$ cat config.mk
export PLATFORM = sky130hd
export DESIGN_NAME = swr_device_flat
export DESIGN_NICKNAME = d
export VERILOG_FILES = /design/src/swr_pkg.sv /design/src/swr_if.sv /design/src/swr_sync.sv /design/src/swr_device.sv /design/src/flat_wrapper.sv
export SDC_FILE = /design/constraint.sdc
export NUM_CORES = 1
export LEC_CHECK = 0
export BUFFER_PORTS_ARGS = -buffer_cell sky130_fd_sc_hd__clkbuf_2
export CELL_PAD_IN_SITES_DETAIL_PLACEMENT = 1
export CELL_PAD_IN_SITES_GLOBAL_PLACEMENT = 2
export CORE_UTILIZATION = 41
export DETAILED_ROUTE_END_ITERATION = 6
export PLACE_DENSITY = 0.92
export SYNTH_ARGS = -nofsm -noshare
export SYNTH_HDL_FRONTEND = slang
export SYNTH_SLANG_ARGS = --single-unit
$ cat constraint.sdc
create_clock -name sys_clk_in -period 3 [get_ports sys_clk_in]
set_input_delay 0.6 -clock sys_clk_in [delete_from_list [all_inputs] [get_ports sys_clk_in]]
set_output_delay 0.6 -clock sys_clk_in [all_outputs]
set_load 0.01 [all_outputs]
$ cat src/swr_pkg.sv
`default_nettype none
// ==========================================================================
// shared timing, configuration bits and state codes
package swr_pkg;
    localparam int unsigned CLK_MHZ        = 100;
    localparam int unsigned CLK_PERIOD_NS  = 10;
    // times as printed, in their own units
    localparam int unsigned PWR_RST_US     = 1300;
    localparam int unsigned RST_PULSE_US   = 1;
    localparam int unsigned PWR_PD_US      = 1300;
    localparam int unsigned PD_PULSE_US    = 10;
    localparam int unsigned SLEEP_NS       = 50;
    localparam int unsigned WAKE_CLK_US    = 2000;
    localparam int unsigned STABLE_US      = 2100;
    localparam int unsigned WAKE_INT_US    = 2000;
    localparam int unsigned SPI_RDY_US     = 1;
    // least times round up, longest times round down, never below one
    localparam int unsigned PWR_RST_CYC    = PWR_RST_US * CLK_MHZ;
    localparam int unsigned RST_PULSE_CYC  = RST_PULSE_US * CLK_MHZ;
    localparam int unsigned PWR_PD_CYC     = PWR_PD_US * CLK_MHZ;
    localparam int unsigned PD_PULSE_CYC   = PD_PULSE_US * CLK_MHZ;
    localparam int unsigned SLEEP_CYC      =
        (SLEEP_NS / CLK_PERIOD_NS) < 1 ? 1 : SLEEP_NS / CLK_PERIOD_NS;
    localparam int unsigned WAKE_CLK_CYC   = WAKE_CLK_US * CLK_MHZ;
    localparam int unsigned STABLE_CYC     = STABLE_US * CLK_MHZ;
    localparam int unsigned WAKE_INT_CYC   = WAKE_INT_US * CLK_MHZ;
    localparam int unsigned SPI_RDY_CYC    = SPI_RDY_US * CLK_MHZ;
    localparam int unsigned CNT_W          = 24;
    // configuration and wake-enable registers
    localparam logic [7:0]  CFG_ADDR       = 8'h05;
    localparam logic [7:0]  WAKE_EN_ADDR   = 8'h1c;
    localparam int unsigned CFG_POL_BIT    = 0;
    localparam int unsigned CFG_DRV_BIT    = 1;
    localparam int unsigned WAKE_EN_BIT    = 0;
    localparam logic [7:0]  CFG_RESET      = 8'h00;
    localparam logic [7:0]  WAKE_EN_RESET  = 8'h00;

    typedef enum logic [2:0] {
        SWR_OFF    = 3'b000,
        SWR_SLEEP  = 3'b001,
        SWR_WAKING = 3'b010,
        SWR_CLKON  = 3'b011,
        SWR_READY  = 3'b100
    } swr_dev_state_t;

    typedef enum logic [2:0] {
        SWH_POWERUP = 3'b000,
        SWH_RUN     = 3'b001,
        SWH_SLEEP   = 3'b010,
        SWH_WAIT    = 3'b011,
        SWH_SETTLE  = 3'b100,
        SWH_RESET   = 3'b101
    } swr_host_state_t;
endpackage
`default_nettype wire

$ cat src/swr_if.sv
`timescale 1ns/1ps
`default_nettype none
// ==========================================================================
// link pins between host and device; irq is a device output with an output enable
interface swr_if;
    logic power_down_n;
    logic reset_n;
    logic osc_clock_output;
    logic irq_o;
    logic irq_oe;
    logic [7:0] reg_addr;
    logic [7:0] reg_wdata;
    logic       reg_we;

    modport device (
        input  power_down_n, reset_n, reg_addr, reg_wdata, reg_we,
        output osc_clock_output, irq_o, irq_oe
    );
    modport host (
        output power_down_n, reset_n, reg_addr, reg_wdata, reg_we,
        input  osc_clock_output, irq_o, irq_oe
    );
endinterface
`default_nettype wire

$ cat src/swr_sync.sv
`timescale 1ns/1ps
`default_nettype none
// ==========================================================================
// three-stage synchroniser; change accepted when stages two and three agree
module swr_sync #(
    parameter logic INIT = 1'b0
) (
    input  wire logic sys_clk_in,
    input  wire logic rstn_in,
    input  wire logic d_in,
    output var  logic q_out
);
    logic s1_q;
    logic s2_q;
    logic s3_q;

    always_ff @(posedge sys_clk_in or negedge rstn_in) begin
        if (!rstn_in) begin
            s1_q  <= INIT;
            s2_q  <= INIT;
            s3_q  <= INIT;
            q_out <= INIT;
        end else begin
            s1_q <= d_in;
            s2_q <= s1_q;
            s3_q <= s2_q;
            if (s2_q == s3_q) begin
                q_out <= s3_q;
            end
        end
    end
endmodule
`default_nettype wire

$ cat src/swr_device.sv
`timescale 1ns/1ps
`default_nettype none
// ==========================================================================
// Overview of operation
// - host holds reset 1300 us after power
// - every reset pulse lasts at least 1 us
// - power-down held 1300 us after power
// - power-down asserted while power comes up
// - power-down pulses last at least 10 us
// - device sleeps within 50 ns of power-down; here low power rises 10 cycles (100 ns) after the pin falls
// - clock output resumes 2000 us after wake
// - oscillator stable 2100 us after wake
// - host waits 1 us after stable
// - wake event raises irq if enabled
// - wake interrupt 2000 us after wake
// - irq polarity and drive set by 0x05
module swr_device
    import swr_pkg::*;
#(
    parameter int unsigned SLEEP_CYCLES  = SLEEP_CYC,
    parameter int unsigned WAKE_CYCLES   = WAKE_CLK_CYC,
    parameter int unsigned STABLE_CYCLES = STABLE_CYC,
    parameter int unsigned IRQ_CYCLES    = WAKE_INT_CYC
) (
    input  wire logic   sys_clk_in,
    input  wire logic   rstn_in,
    input  wire logic   clk_out_en_in,
    input  wire logic   irq_clear_in,
    swr_if.device       link,
    output var  logic   low_power_out,
    output var  logic   osc_stable_out,
    output var  logic   wake_pending_out,
    output var  logic [2:0] state_out
);
    // ======================================================================
    // pin synchronisers
    logic pd_n_s;
    logic rst_n_s;

    swr_sync #(.INIT(1'b0)) u_pd_sync (
        .sys_clk_in (sys_clk_in),
        .rstn_in    (rstn_in),
        .d_in       (link.power_down_n),
        .q_out      (pd_n_s)
    );
    swr_sync #(.INIT(1'b0)) u_rst_sync (
        .sys_clk_in (sys_clk_in),
        .rstn_in    (rstn_in),
        .d_in       (link.reset_n),
        .q_out      (rst_n_s)
    );

    // ======================================================================
    // configuration registers, written over the host strobe
    logic [7:0] cfg_q;
    logic [7:0] wake_en_q;

    always_ff @(posedge sys_clk_in or negedge rstn_in) begin
        if (!rstn_in) begin
            cfg_q     <= CFG_RESET;
            wake_en_q <= WAKE_EN_RESET;
        end else if (!rst_n_s) begin
            cfg_q     <= CFG_RESET;
            wake_en_q <= WAKE_EN_RESET;
        end else if (link.reg_we && link.reg_addr == CFG_ADDR) begin
            cfg_q <= link.reg_wdata;
        end else if (link.reg_we && link.reg_addr == WAKE_EN_ADDR) begin
            wake_en_q <= link.reg_wdata;
        end
    end

    // ======================================================================
    // sleep / wake sequencer
    swr_dev_state_t state_q;
    logic [CNT_W-1:0] cnt_q;
    logic [CNT_W-1:0] sleep_cnt_q;
    logic             pd_n_prev_q;

    function automatic logic reached(input logic [CNT_W-1:0] c,
                                     input int unsigned lim);
        return c >= CNT_W'(lim - 1);
    endfunction

    always_ff @(posedge sys_clk_in or negedge rstn_in) begin
        if (!rstn_in) begin
            pd_n_prev_q <= 1'b0;
        end else begin
            pd_n_prev_q <= pd_n_s;
        end
    end

    // power-down wins at once; sleep entry pays only the sync delay
    always_ff @(posedge sys_clk_in or negedge rstn_in) begin
        if (!rstn_in) begin
            state_q <= SWR_OFF;
            cnt_q   <= '0;
        end else if (!pd_n_s) begin
            state_q <= SWR_SLEEP;
            cnt_q   <= '0;
        end else begin
            unique case (state_q)
                SWR_OFF, SWR_SLEEP: begin
                    state_q <= SWR_WAKING;
                    cnt_q   <= '0;
                end
                SWR_WAKING: begin
                    cnt_q <= cnt_q + 1'b1;
                    if (reached(cnt_q, WAKE_CYCLES)) begin
                        state_q <= SWR_CLKON;
                    end
                end
                SWR_CLKON: begin
                    // count runs on from the release: stable is timed from it
                    cnt_q <= cnt_q + 1'b1;
                    if (reached(cnt_q, STABLE_CYCLES)) begin
                        state_q <= SWR_READY;
                    end
                end
                SWR_READY: begin
                    cnt_q <= cnt_q;
                end
                default: begin
                    state_q <= SWR_OFF;
                end
            endcase
        end
    end

    // low-power flag follows the sleep state within the allotted cycles
    always_ff @(posedge sys_clk_in or negedge rstn_in) begin
        if (!rstn_in) begin
            sleep_cnt_q   <= '0;
            low_power_out <= 1'b1;
        end else if (state_q == SWR_SLEEP || state_q == SWR_OFF) begin
            if (reached(sleep_cnt_q, SLEEP_CYCLES)) begin
                low_power_out <= 1'b1;
            end else begin
                sleep_cnt_q <= sleep_cnt_q + 1'b1;
            end
        end else begin
            sleep_cnt_q   <= '0;
            low_power_out <= 1'b0;
        end
    end

    // ======================================================================
    // wake interrupt: timed from the release, set wins over clear
    logic [CNT_W-1:0] irq_cnt_q;
    logic             irq_timing_q;
    logic             wake_set;

    assign wake_set = irq_timing_q && reached(irq_cnt_q, IRQ_CYCLES);

    always_ff @(posedge sys_clk_in or negedge rstn_in) begin
        if (!rstn_in) begin
            irq_timing_q <= 1'b0;
            irq_cnt_q    <= '0;
        end else if (!pd_n_s) begin
            irq_timing_q <= 1'b0;
            irq_cnt_q    <= '0;
        end else if (pd_n_s && !pd_n_prev_q) begin
            irq_timing_q <= 1'b1;
            irq_cnt_q    <= '0;
        end else if (wake_set) begin
            irq_timing_q <= 1'b0;
        end else if (irq_timing_q) begin
            irq_cnt_q <= irq_cnt_q + 1'b1;
        end
    end

    always_ff @(posedge sys_clk_in or negedge rstn_in) begin
        if (!rstn_in) begin
            wake_pending_out <= 1'b0;
        end else if (wake_set && wake_en_q[WAKE_EN_BIT]) begin
            wake_pending_out <= 1'b1;
        end else if (irq_clear_in || !pd_n_s) begin
            wake_pending_out <= 1'b0;
        end
    end

    // ======================================================================
    // pin outputs
    logic irq_active;
    logic osc_run;

    assign irq_active = wake_pending_out;
    // pol bit set: active high; drive bit set: open drain (drive active only)
    assign link.irq_o = cfg_q[CFG_POL_BIT] ? irq_active : !irq_active;
    assign link.irq_oe = cfg_q[CFG_DRV_BIT] ? irq_active : 1'b1;

    assign osc_run = (state_q == SWR_CLKON) || (state_q == SWR_READY);

    // clock output is a gated enable, not a real clock in this model
    always_ff @(posedge sys_clk_in or negedge rstn_in) begin
        if (!rstn_in) begin
            link.osc_clock_output <= 1'b0;
            osc_stable_out        <= 1'b0;
        end else begin
            link.osc_clock_output <= osc_run && clk_out_en_in;
            osc_stable_out        <= state_q == SWR_READY;
        end
    end

    assign state_out = state_q;
endmodule
`default_nettype wire

$ cat src/flat_wrapper.sv
// flat-port wrapper written by rule: the top's interface ports become plain ports
module swr_device_flat import swr_pkg::*;
#(
    parameter int unsigned SLEEP_CYCLES  = SLEEP_CYC,
    parameter int unsigned WAKE_CYCLES   = WAKE_CLK_CYC,
    parameter int unsigned STABLE_CYCLES = STABLE_CYC,
    parameter int unsigned IRQ_CYCLES    = WAKE_INT_CYC
)
  (sys_clk_in, rstn_in, clk_out_en_in, irq_clear_in, low_power_out, osc_stable_out, wake_pending_out, state_out, link_power_down_n, link_reset_n, link_reg_addr, link_reg_wdata, link_reg_we, link_osc_clock_output, link_irq_o, link_irq_oe);
  swr_if link_i ();
  input  wire logic sys_clk_in;
  input  wire logic rstn_in;
  input  wire logic clk_out_en_in;
  input  wire logic irq_clear_in;
  output var  logic low_power_out;
  output var  logic osc_stable_out;
  output var  logic wake_pending_out;
  output var  logic [2:0] state_out;
  input wire logic [$bits(link_i.power_down_n)-1:0] link_power_down_n;
  input wire logic [$bits(link_i.reset_n)-1:0] link_reset_n;
  input wire logic [$bits(link_i.reg_addr)-1:0] link_reg_addr;
  input wire logic [$bits(link_i.reg_wdata)-1:0] link_reg_wdata;
  input wire logic [$bits(link_i.reg_we)-1:0] link_reg_we;
  output wire logic [$bits(link_i.osc_clock_output)-1:0] link_osc_clock_output;
  output wire logic [$bits(link_i.irq_o)-1:0] link_irq_o;
  output wire logic [$bits(link_i.irq_oe)-1:0] link_irq_oe;
  assign link_i.power_down_n = link_power_down_n;
  assign link_i.reset_n = link_reset_n;
  assign link_i.reg_addr = link_reg_addr;
  assign link_i.reg_wdata = link_reg_wdata;
  assign link_i.reg_we = link_reg_we;
  assign link_osc_clock_output = link_i.osc_clock_output;
  assign link_irq_o = link_i.irq_o;
  assign link_irq_oe = link_i.irq_oe;
  swr_device #(.SLEEP_CYCLES(SLEEP_CYCLES), .WAKE_CYCLES(WAKE_CYCLES), .STABLE_CYCLES(STABLE_CYCLES), .IRQ_CYCLES(IRQ_CYCLES)) u_core (.sys_clk_in(sys_clk_in), .rstn_in(rstn_in), .clk_out_en_in(clk_out_en_in), .irq_clear_in(irq_clear_in), .link(link_i), .low_power_out(low_power_out), .osc_stable_out(osc_stable_out), .wake_pending_out(wake_pending_out), .state_out(state_out));
endmodule
# After elaboration in Yosys (flattened, before gate mapping)
# Index checks and enable logic that the tools add are counted.
[totals]
word_cells = 92
regBits = 92
output_inout_bits = 9
[classes]
n_lt_le_gt_ge = 4
reduce_logical = 19
n_eq_ne = 20
muxes = 26
add_sub_neg = 3
[ops]
columns = ["cell", "count"]
rows = [
  ["2-to-1 mux 24 bit", 7],
  ["adder 24 x 1 -> 24 bit (second input constant)", 3],
  [">= comparator 24 x 18 -> 1 bit (second input constant)", 3],
  ["one-hot mux 24 bit (2 select lines)", 1],
  [">= comparator 24 x 3 -> 1 bit (second input constant)", 1],
  ["2-to-1 mux 1 bit", 12],
  ["one-hot mux 3 bit (4 select lines)", 1],
  ["2-to-1 mux 3 bit", 3],
  ["inequality test 3 x 2 -> 1 bit (second input constant)", 3],
  ["equality test 8 x 3 -> 1 bit (second input constant)", 1],
  ["equality test 8 x 5 -> 1 bit (second input constant)", 1],
  ["inequality test 2 bit (second input constant)", 4],
  ["equality test 3 x 2 -> 1 bit (second input constant)", 2],
  ["logical AND 1 bit", 6],
  ["inequality test 3 x 1 -> 1 bit (second input constant)", 2],
  ["2-to-1 mux 2 bit", 2],
  ["inequality test 2 x 1 -> 1 bit (second input constant)", 2],
  ["AND reduction 2 bit", 2],
  ["OR reduction 2 bit", 2],
  ["equality test 3 x 1 -> 1 bit (second input constant)", 1],
  ["equality test 3 bit (second input constant)", 1],
  ["zero test 1 bit", 3],
  ["zero test 3 bit", 1],
  ["logical OR 1 bit", 3],
  ["other kinds (4)", 5],
]

# Logic depth before layout (Yosys ltp)
# Gate-level depths: netlist of the first run.
[depth]
word_depth = 5
mapped_depth = 7

# By module
# Synthesis of the first run repeated with hierarchy kept, for this count alone.
[hier_totals]
cells_unflattened = 417
area_unflattened_um2 = 4275.4
[by_module_without_submodules]
columns = ["mod", "area_per_inst_um2", "cells_each", "n_inst"]
rows = [
  ["swr_device", 4052.6, 407, 1],
  ["swr_sync", 111.4, 5, 2],
]

# Least setup slack after synthesis of the first run
# OpenSTA, ideal clock, no wires.
[synth_path]
path_kind = "register -> register"
start = "reg u_core.irq_cnt_q[15]"
end = "reg u_core.irq_cnt_q[15]"
path_slack_ps = 997
setup_ps = 127
t_arrival_ps = 1875
t_required_ps = 2873
n_path_buf = 0
path_stages_with_launch = 6
path_cell_list = "dfrtp_1 -> or4_1 -> nor4_4 -> a2111oi_0 -> nand2_1 -> mux2_1"
[synth_between]
elab_chain_len = 5
elab_cells_between_ends = 9
cone_classes = "1 x add/sub; 1 x order compare; 1 x eq/ne; 4 x mux; 2 x reduce/logical"
[synth_rtl]
columns = ["element", "line_no", "text"]
rows = [
  ["start, declared", "swr_device.sv:148", "logic [CNT_W-1:0] irq_cnt_q;"],
  ["start signal, assigned", "swr_device.sv:167", "irq_cnt_q <= irq_cnt_q + 1'b1;"],
  ["adder 24 x 1 -> 24 bit", "swr_device.sv:167", ""],
  ["2-to-1 mux 24 bit", "swr_device.sv:166", "end else if (irq_timing_q) begin"],
  ["2-to-1 mux 24 bit", "swr_device.sv:164", "end else if (wake_set) begin"],
  ["2-to-1 mux 24 bit", "swr_device.sv:161", "end else if (pd_n_s && !pd_n_prev_q) begin"],
  ["2-to-1 mux 24 bit", "swr_device.sv:158", "end else if (!pd_n_s) begin"],
]
# Several ways; a longest one is shown, not always the timed one. The select of a mux whose other input is x is not followed.
# A chain may end at the register's enable or synchronous reset.

# Final worst setup path of the first run
[layout_path]
start = "reg u_core.irq_cnt_q[22]"
end = "reg u_core.irq_cnt_q[14]"
[layout_between]
elab_chain_len = 4
[layout_rtl]
columns = ["element", "line_no", "text"]
rows = [
  [">= comparator 24 x 18 -> 1 bit", "swr_device.sv:81", "return c >= CNT_W'(lim - 1);"],
  ["logical AND 1 bit", "swr_device.sv:152", "assign wake_set = irq_timing_q && reached(irq_cnt_q, IRQ_CYCLES);"],
  ["inequality test 3 bit (no line)", "n/a", ""],
  ["AND reduction 2 bit (no line)", "n/a", ""],
]
# No other way between the ends.

==> results.toml, run 1 <==
[floorplan]
coreArea_um2 = 9860
die_x_um = 104
die_h_um = 104
rows = 36
start_util = 0.429
io_pins = 32
die_area_um2 = 10700

[run_status]
status = "complete, no violations"

[pwr]
power.leakage_nw = 2.04
pwr_density_cell_nw_per_um2 = 503
pwr-share-seq = 0.552
netSwitchingFraction = 0.291
ir_worst_vdd_v = 0.000307
switchingPower_uw = 691
p_clk_frac = 0.357
p_comb_frac = 0.092
p_int_mw = 1.69

[logic_synthesis]
synthCells = 424
synth_async_sr_flop_share = 1.00
synth_area_um2 = 4230
ys_warn_count = 0
yosysMostFrequentCell = "dfrtp_1"
synth_flop_cell = "dfrtp_1"
synth_top_area_share = 0.539
synth_cell_types = 49
ys_ff_latch = 92
synth_edf_count = 0
synthesis.nets = 451
synth_area_leaders = "dfrtp_1, o21ai_0, and2_1"
yosysSeqAreaShare = 0.545
synth_commonest_cells = "dfrtp_1, o21ai_0, nand2_1, nand3_1"
yosys.area.top_type = "dfrtp_1"
synth_area_per_cell_um2 = 9.97

[cells_and_area]
nets = 478
utilization = 0.479
area_growth_pct = 11.8
fill_cells = 1111
drive_above_1_share = 0.125
diodes = 0

[min_path]
hold_path_class = "in2async"

[worst_setup_path]
start_kind = "flop"
critPathMaxFanout = 8
crit_chain = "nor4_1 > nand2_1 > or3_1 > or4_1 > a21oi_1"
slowest_stage = "or3_1"
cp.arrival_ns = 2.55
crit_buf_inv = 0
worstSetupPathType = "reg2reg"
cpPeakStageDelay_ns = 0.54
crit_family = "simple AND/OR/NAND/NOR gates"
required_ns = 3.28
critPathCaptureType = "flop"

[cts]
numCtsBuffers = 9
clk-insertion-delay-late_ns = 0.37
max-clock-path-buffers = 2
cts_tree = "yes"
clock_sinks = 92
cts_hold_buf = 0
htreeDepth = 3
root_buffer = "clkbuf_8"
postCtsSetupRepairBufs = 0
path_clk_slew_ns = 0.11
cts_resized = 0

[drt]
vias_per_cell = 5.71
drtIter0Drc = 91
dr.pass1.iters = 4
vias = 3364
drt.antenna.violating_nets = 0
drt_wl_total_mm = 9.82
drt-wirelength-per-cell_um = 16.7
drc_errors = 0

[timing]
min_period_ns = 2.27
fin_crit_sh = 0.756
relSlewSlack = 0.362
fin_ws_ns = 0.731
hold_viol = 0
worstMarginPinSlew_ns = 0.953
setup_viol_count_final = 0
rsz0062_at_grt = "no"
max_freq_ghz = 0.441
fin_setup_tns_ns = 0
finalMaxSlewViolations = 0
skew_ns = 0.0167

[place]
numPortBuffers = 25
dpl.hpwl_mm = 6.67
pre_cts_slack_ns = 0.763
routabilityCongestion = 0.759

[global_routing]
track_usage = 0.195
antenna_found_initial = 0
grt_pass1_vias = 3459
gr-total-overflow = 0
grt_max_degree = 62
grt_pass1_wl_mm = 17.0

[run]
cap_violations = 0
## cells by family (layout without fill, tap and decap cells)
| kind of cell | Yosys count | in the layout | share of synthesized area |
|---|---|---|---|
| flops | 92 | 92 | 0.545 |
| compound gates | 113 | 113 | 0.159 |
| fa+ha+maj | 6 | 6 | 0.0166 |
| simple gates | 179 | 179 | 0.238 |
| xor+xnor | 3 | 3 | 0.00622 |
| mux | 5 | 5 | 0.0121 |
| buf+inv | 26 | 58 | 0.0237 |
## power groups by stage
stage	Clock (mW)	Combinational, mW	Sequential (mW)
finish	0.848	0.218	1.31
floorplan	0	0.126	1.33
global placement	0	0.203	1.33
detailed placement	0	0.222	1.34
CTS	0.877	0.223	1.31
global route	0.922	0.247	1.32
## state kept, by name, summed over array words and instances (netlist names)
signal / flops
u_core.cnt_q: 24
u_core.u_rst_sync.s2_q: 1
u_core.u_rst_sync.s1_q: 1
u_core.wake_en_q: 1
u_core.u_pd_sync.s2_q: 1
u_core.osc_stable_out: 1
u_core.u_rst_sync.q_out: 1
u_core.wake_pending_out: 1
u_core.irq_cnt_q: 24
u_core.state_out: 3
u_core.sleep_cnt_q: 24
u_core.u_rst_sync.s3_q: 1
u_core.low_power_out: 1
u_core.pd_n_prev_q: 1
u_core.cfg_q: 2
u_core.u_pd_sync.q_out: 1
u_core.link.osc_clock_output: 1
u_core.u_pd_sync.s1_q: 1
u_core.irq_timing_q: 1
u_core.u_pd_sync.s3_q: 1
## routing by layer
| metal | vias to the layer above | track usage | part of all wire | routed length, um |
|---|---|---|---|---|
| li1 | 1610 | - | - | - |
| met1 | 1721 | 0.262 | 0.48 | 4680 |
| met3 | 10 | 0.0365 | 0.018 | 177 |
| met4 | 0 | 0.0559 | 0.012 | 113 |
| met5 | - | 0 | 0 | 0 |
| met2 | 23 | 0.323 | 0.49 | 4840 |
## through the flow
stage               instance area, um^2  hold WS [ns]  power, mW  instances
floorplan                          4230         0.304       1.46        424
global placement                   4520         0.333       1.54        573
detailed placement                 4520         0.337       1.56        573
CTS                                4730         0.161       2.41        589
global route                       4730         0.164       2.49        589
finish                             4730         0.146       2.38        589
## cell usage in the layout, fill, tap and decap left out, drive strengths merged, types with 2 or more instances in the layout
cell | synthesis | routed
a41oi | 3 | 3
nor4 | 15 | 15
or4 | 7 | 7
nor3 | 4 | 4
inv | 10 | 13
and3 | 13 | 13
or2 | 2 | 2
o31ai | 12 | 12
nor2 | 20 | 20
nand3b | 2 | 2
clkbuf | 13 | 33
nor2b | 4 | 4
nand4b | 3 | 3
nand2 | 36 | 36
a31oi | 10 | 10
clkinv | 0 | 3
mux2i | 4 | 4
a211oi | 2 | 2
o21ai | 50 | 50
and2 | 25 | 25
or3 | 10 | 10
nand3 | 26 | 26
maj3 | 2 | 2
buf | 3 | 8
ha | 4 | 4
nand4 | 5 | 5
a2111o | 2 | 2
nor3b | 2 | 2
nand2b | 2 | 2
xnor2 | 2 | 2
a2111oi | 2 | 2
a22o | 2 | 2
dfrtp | 91 | 91
a21oi | 25 | 25
## final cells by class
| type | instances | area (um^2) | area share |
|---|---|---|---|
| clock buffers | 9 | 124 | 0.0262 |
| flip-flops and latches | 92 | 2300 | 0.487 |
| well taps | 133 | 166 | 0.0352 |
| repair buffers | 32 | 193 | 0.0408 |
| inverters | 10 | 37.5 | 0.00794 |
| multi-input cells | 306 | 1820 | 0.386 |
| clock inverters | 7 | 80.1 | 0.0169 |
## worst paths after layout
| kind | startpoint | endpoint | slack (ns) | cells after the start |
|---|---|---|---|---|
| max in group asynchronous | rstn_in | u_core.low_power_out | 2.15 | 2 |
| worst min-delay path | rstn_in | u_core.irq_cnt_q[4] | 0.15 | 1 |
| min in group sys_clk_in | link_power_down_n | u_core.u_pd_sync.s1_q | 0.33 | 1 |
| worst max register to register | u_core.irq_cnt_q[22] | u_core.irq_cnt_q[14] | 0.73 | 5 |
| worst min register to register | u_core.u_rst_sync.s1_q | u_core.u_rst_sync.s2_q | 0.36 | 0 |
| worst max-delay path | u_core.irq_cnt_q[22] | u_core.irq_cnt_q[14] | 0.73 | 5 |
Note: power is estimated with default switching activity, not from simulation.
==> inputs of run 2 (changes only) <==
ABC_AREA = 1   (was default)
CORE_UTILIZATION = 35   (was 41)
PLACE_DENSITY = 0.88   (was 0.92)
clock period = 2.3 ns   (was 3 ns; I/O delays follow)
==> run 2 against run 1 <==
Compared with the run above:
- sequential share of layout area shrank 7.8 points
- routed wire length rose by 39%
- global-route usage is 1.0 points higher
- clock power up 70%
- flip-flop and latch count is the same
- sequential power grew 37%
- non-clock buffer count rose by 4
- die area rose by 37%
- critical path type unchanged
- largest cell class unchanged
- highest routed layer unchanged
==> results.toml, run 2 <==
[run_status]
status = "complete, no violations"

[cells_and_area]
final_cell_mix = "nand2_1, inv_1, nor2_1, dfrtp_1, nand3_1"
drive_above_1_share = 0.0936
diodes = 0
layoutNonFillerInstCount = 896
largest_registers = "u_core.cnt_q: 24 flops, u_core.irq_cnt_q: 24 flops, u_core.sleep_cnt_q: 24 flops"
nets = 738
fill_cells = 1736
finish.instance_area_um2 = 5630
final_common_cell = "nand2_1"
area_growth_pct = 13.3

[worst_setup_path]
r2r_start = "u_core.cnt_q[0]"
startpoint = "u_core.cnt_q[0]"
worstSetupPathType = "reg2reg"
rr_worst_depth = 8
cp.arrival_ns = 2.17
required_ns = 2.51
reg2reg_to = "u_core.cnt_q[12]"
critPathMaxFanout = 7
start_kind = "flop"
rrSetupSlack_ns = 0.34
critPathCaptureType = "flop"

[pwr]
pwr_density_cell_nw_per_um2 = 710
power.leakage_nw = 2.67
ir_worst_vdd_v = 0.000352

[timing]
skew_ns = 0.00670
setup_viol_count_final = 0
min_period_ns = 1.96
finalMaxSlewViolations = 0
fin_setup_tns_ns = 0
hold_viol = 0
fin_crit_sh = 0.853
rsz0062_at_grt = "no"
max_freq_ghz = 0.510
relSlewSlack = 0.544
worstMarginPinSlew_ns = 0.679

[logic_synthesis]
yosysSeqAreaShare = 0.464
ys_warn_count = 0
synth_area_per_cell_um2 = 7.35
synth_commonest_cells = "nand2_1, inv_1, nor2_1, dfrtp_1, nand3_1"
ys_ff_latch = 92
synth_top_area_share = 0.458
synth_async_sr_flop_share = 1.00
synth_edf_count = 0
synth_area_leaders = "dfrtp_1, nand2_1, inv_1"
yosys.area.top_type = "dfrtp_1"
yosysMostFrequentCell = "nand2_1"
synth_cell_types = 41
synthesis.nets = 703
synth_flop_cell = "dfrtp_1"
synthCells = 676
synth_area_um2 = 4970

[drt]
drt_wl_total_mm = 13.7
dr.pass1.iters = 4
drtIter0Drc = 232
drt.antenna.violating_nets = 0
vias_per_cell = 5.08
drc_errors = 0
drt-wirelength-per-cell_um = 15.3
vias = 4549

[global_routing]
grt_max_degree = 36
track_usage = 0.206
antenna_found_initial = 0
grt_pass1_vias = 4882
grt_pass1_wl_mm = 23.5
gr-total-overflow = 0

[cts]
cts_tree = "yes"
cts_hold_buf = 0
clk-insertion-delay-late_ns = 0.35
root_buffer = "clkbuf_16"
max-clock-path-buffers = 2
cts_resized = 0
htreeDepth = 3
path_clk_slew_ns = 0.07
clock_sinks = 92
postCtsSetupRepairBufs = 0
numCtsBuffers = 9

[floorplan]
die_h_um = 121
die_area_um2 = 14700
coreArea_um2 = 13900
start_util = 0.358
io_pins = 32
die_x_um = 121
rows = 43

[place]
routabilityCongestion = 0.859
dp.cells = 880
dpl.hpwl_mm = 10.1
placedInstanceArea_um2 = 5340
numPortBuffers = 25

[run]
cap_violations = 0

[min_path]
hold_path_class = "in2async"
-- run 2: area by class of cell --
| cell class | instances | area (um^2) | share of cell area |
|---|---|---|---|
| clock buffer | 11 | 243 | 0.0431 |
| inverter | 106 | 398 | 0.0707 |
| timing repair buffer | 36 | 223 | 0.0396 |
| tap | 180 | 225 | 0.0400 |
| clock inverter | 5 | 43.8 | 0.00778 |
| multi-input combinational | 466 | 2190 | 0.389 |
| sequential | 92 | 2300 | 0.409 |
-- run 2: routing by layer --
metal  track usage  vias to the layer above  share of wire
met2         0.370                       48           0.53
met1         0.244                     2253           0.43
met3        0.0301                       17          0.020
met5             0                        -              0
li1              -                     2231              -
met4        0.0849                        0          0.020
-- run 2: critical path, cell delays in order (launching register included) --
cell      delay, ns
dfrtp_1        0.45
ha_1           0.22
nand3_1        0.12
inv_1          0.15
nand2_1        0.18
inv_1          0.09
nand2_1        0.12
o31ai_1        0.36
a21boi_0       0.14
-- run 2: per-stage QoR --
step	hold slack (ns)	setup WS (ns)	power (mW)	util
floorplan	0.164	0.743	2.28	-
global placement	0.336	0.424	2.55	0.385
detailed placement	0.346	0.335	2.60	0.385
CTS	0.0864	0.293	4.07	0.405
global route	0.109	0.115	4.20	0.405
finish	0.0744	0.338	3.99	0.405
-- run 2: cell families after synthesis --
| logic type | Yosys count | share of synthesized area |
|---|---|---|
| simple gates | 397 | 0.349 |
| buf+inv | 118 | 0.0952 |
| flops | 92 | 0.464 |
| compound gates | 55 | 0.0635 |
| xor+xnor | 8 | 0.0141 |
| fa+ha+maj | 6 | 0.0141 |
-- run 2: report_power, final --
group | switching, mW | internal, mW | total, mW | leakage [nW]
combinational | 0.527 | 0.226 | 0.754 | 1.29
sequential | 0.0886 | 1.71 | 1.80 | 1.25
clock | 0.666 | 0.776 | 1.44 | 0.134
total | 1.28 | 2.71 | 3.99 | 2.67
-- run 2: worst max-delay path by stage --
stage,slack [ns],to,cells past startpoint
after CTS,0.29,u_core.cnt_q[12],8
final,0.34,u_core.cnt_q[12],8
after floorplan,0.74,u_core.cnt_q[12],8
after detailed placement,0.34,u_core.cnt_q[12],8
after global routing,0.11,u_core.cnt_q[12],8
after global placement,0.42,u_core.cnt_q[12],8
==> inputs of run 3 (changes only) <==
ABC_AREA = default   (was 1)
CORE_UTILIZATION = 39   (was 35)
PLACE_DENSITY = default   (was 0.88)
PLACE_DENSITY_LB_ADDON = 0.1   (was default)
==> run 3 against run 2 <==
Compared with the run above:
- first-iteration DRC count fell by 25%
- sequential share of layout area rose by 6.9 points
- global-route usage fell by 0.99 points
- hold slack got worse by 0.045 ns
- clock skew rose by 0.010 ns
- maximum frequency fell by 8.6%
- critical path depth fell by 3
- worst setup slack got worse by 0.18 ns
- largest cell class unchanged
- highest routed layer unchanged
==> results.toml, run 3 (synthesis gave the netlist of run 1 again) <==
[worst_setup_path]
slowest_stage = "or4_1"
required_ns = 2.59
critPathMaxFanout = 6
critPathCaptureType = "flop"
cp.arrival_ns = 2.44
crit_buf_inv = 0
worstSetupPathType = "reg2reg"
crit_chain = "or4_1 > nor4_1 > a2111o_1 > o21ai_0 > a21oi_1"
cpPeakStageDelay_ns = 0.61
crit_family = "simple AND/OR/NAND/NOR gates"
start_kind = "flop"

[cts]
cts_hold_buf = 0
path_clk_slew_ns = 0.10
root_buffer = "clkbuf_8"
numCtsBuffers = 9
postCtsSetupRepairBufs = 0
htreeDepth = 3
cts_resized = 0
max-clock-path-buffers = 2
cts_tree = "yes"
clock_sinks = 92
clk-insertion-delay-late_ns = 0.37

[pwr]
power_mw = 3.22
pwr-share-seq = 0.532
p_clk_frac = 0.379
p_int_mw = 2.40
power.leakage_nw = 2.10
pwr_density_cell_nw_per_um2 = 669
ir_worst_vdd_v = 0.000387
netSwitchingFraction = 0.257
switchingPower_uw = 827
p_comb_frac = 0.089

[place]
pre_cts_slack_ns = 0.0999
routabilityCongestion = 0.758
dpl.hpwl_mm = 6.98
dp.cells = 583
numPortBuffers = 25

[global_routing]
gr-total-overflow = 0
grt_max_degree = 42
antenna_found_initial = 0
track_usage = 0.196
grt_pass1_wl_mm = 17.4
grt_pass1_vias = 3489

[cells_and_area]
nets = 486
diodes = 0
drive_above_1_share = 0.140
final_common_cell = "dfrtp_1"
final_cell_mix = "dfrtp_1, o21ai_0, nand2_1, nand3_1"
area_growth_pct = 13.9
largest_registers = "u_core.cnt_q: 24 flops, u_core.irq_cnt_q: 24 flops, u_core.sleep_cnt_q: 24 flops"
layoutNonFillerInstCount = 600

[drt]
vias_per_cell = 5.55
dr.pass1.iters = 4
drc_errors = 0
drt_wl_total_mm = 10.1
vias = 3329
drt-wirelength-per-cell_um = 16.8
drt.antenna.violating_nets = 0
drtIter0Drc = 173

[floorplan]
start_util = 0.406
die_area_um2 = 11300
io_pins = 32
coreArea_um2 = 10400
die_x_um = 106
die_h_um = 106
rows = 37

[timing]
finalMaxSlewViolations = 0
relSlewSlack = 0.669
skew_ns = 0.0171
fin_crit_sh = 0.933
max_freq_ghz = 0.466
fin_ws_ns = 0.154
min_period_ns = 2.15
setup_viol_count_final = 0
worstMarginPinSlew_ns = 0.493
hold_viol = 0

[run_status]
status = "complete, no violations"

[min_path]
hold_path_class = "in2async"

[run]
cap_violations = 0
## run 3: final cells by class
cell class	instances	area [um^2]
Timing Repair Buffer	39	245
Clock inverter	6	87.6
Fill cell	1178	5600
Clock buffer	10	128
Inverter	10	37.5
Tap cell	136	170
Sequential cell	92	2300
Multi-Input combinational cell	307	1840
## run 3: power by group through the flow
stage | clock network, mW | registers [mW] | logic (mW)
finish | 1.22 | 1.72 | 0.286
global route | 1.32 | 1.73 | 0.330
CTS | 1.26 | 1.72 | 0.288
detailed placement | 0 | 1.75 | 0.286
global placement | 0 | 1.75 | 0.279
floorplan | 0 | 1.74 | 0.165
## run 3: worst paths after layout
check / from / endpoint / slack [ns] / cells past startpoint
worst max-delay path: u_core.irq_cnt_q[15] / u_core.irq_cnt_q[5] / 0.15 / 5
worst min-delay path: rstn_in / u_core.irq_cnt_q[9] / 0.03 / 1
worst max register to register: u_core.irq_cnt_q[15] / u_core.irq_cnt_q[5] / 0.15 / 5
worst min register to register: u_core.u_rst_sync.s1_q / u_core.u_rst_sync.s2_q / 0.36 / 0
max in group asynchronous: rstn_in / u_core.low_power_out / 1.57 / 2
min in group sys_clk_in: link_power_down_n / u_core.u_pd_sync.s1_q / 0.20 / 1
## run 3: through the flow
stage / utilization / hold slack (ns) / area [um^2] / setup TNS [ns]
global route: 0.462 / 0.0488 / 4810 / -0.00714
CTS: 0.460 / 0.0337 / 4800 / 0
finish: 0.462 / 0.0293 / 4810 / 0
floorplan: - / 0.164 / 4230 / 0
detailed placement: 0.440 / 0.336 / 4580 / 0
global placement: 0.440 / 0.334 / 4580 / 0
## run 3: worst register-to-register path: cells and delay by family, from the launching register on
kind             cells  cell delay, ns
flip-flops           1            0.45
AND/OR/NAND/NOR      2            1.02
AO/OA/AOI/OAI        3            0.62
## run 3: layer usage
| layer | track usage | wire length [um] | vias to the layer above |
|---|---|---|---|
| li1 | - | - | 1637 |
| met1 | 0.272 | 5090 | 1666 |
| met2 | 0.309 | 4670 | 19 |
| met3 | 0.0399 | 206 | 7 |
| met4 | 0.0585 | 104 | 0 |
| met5 | 0 | 0 | - |
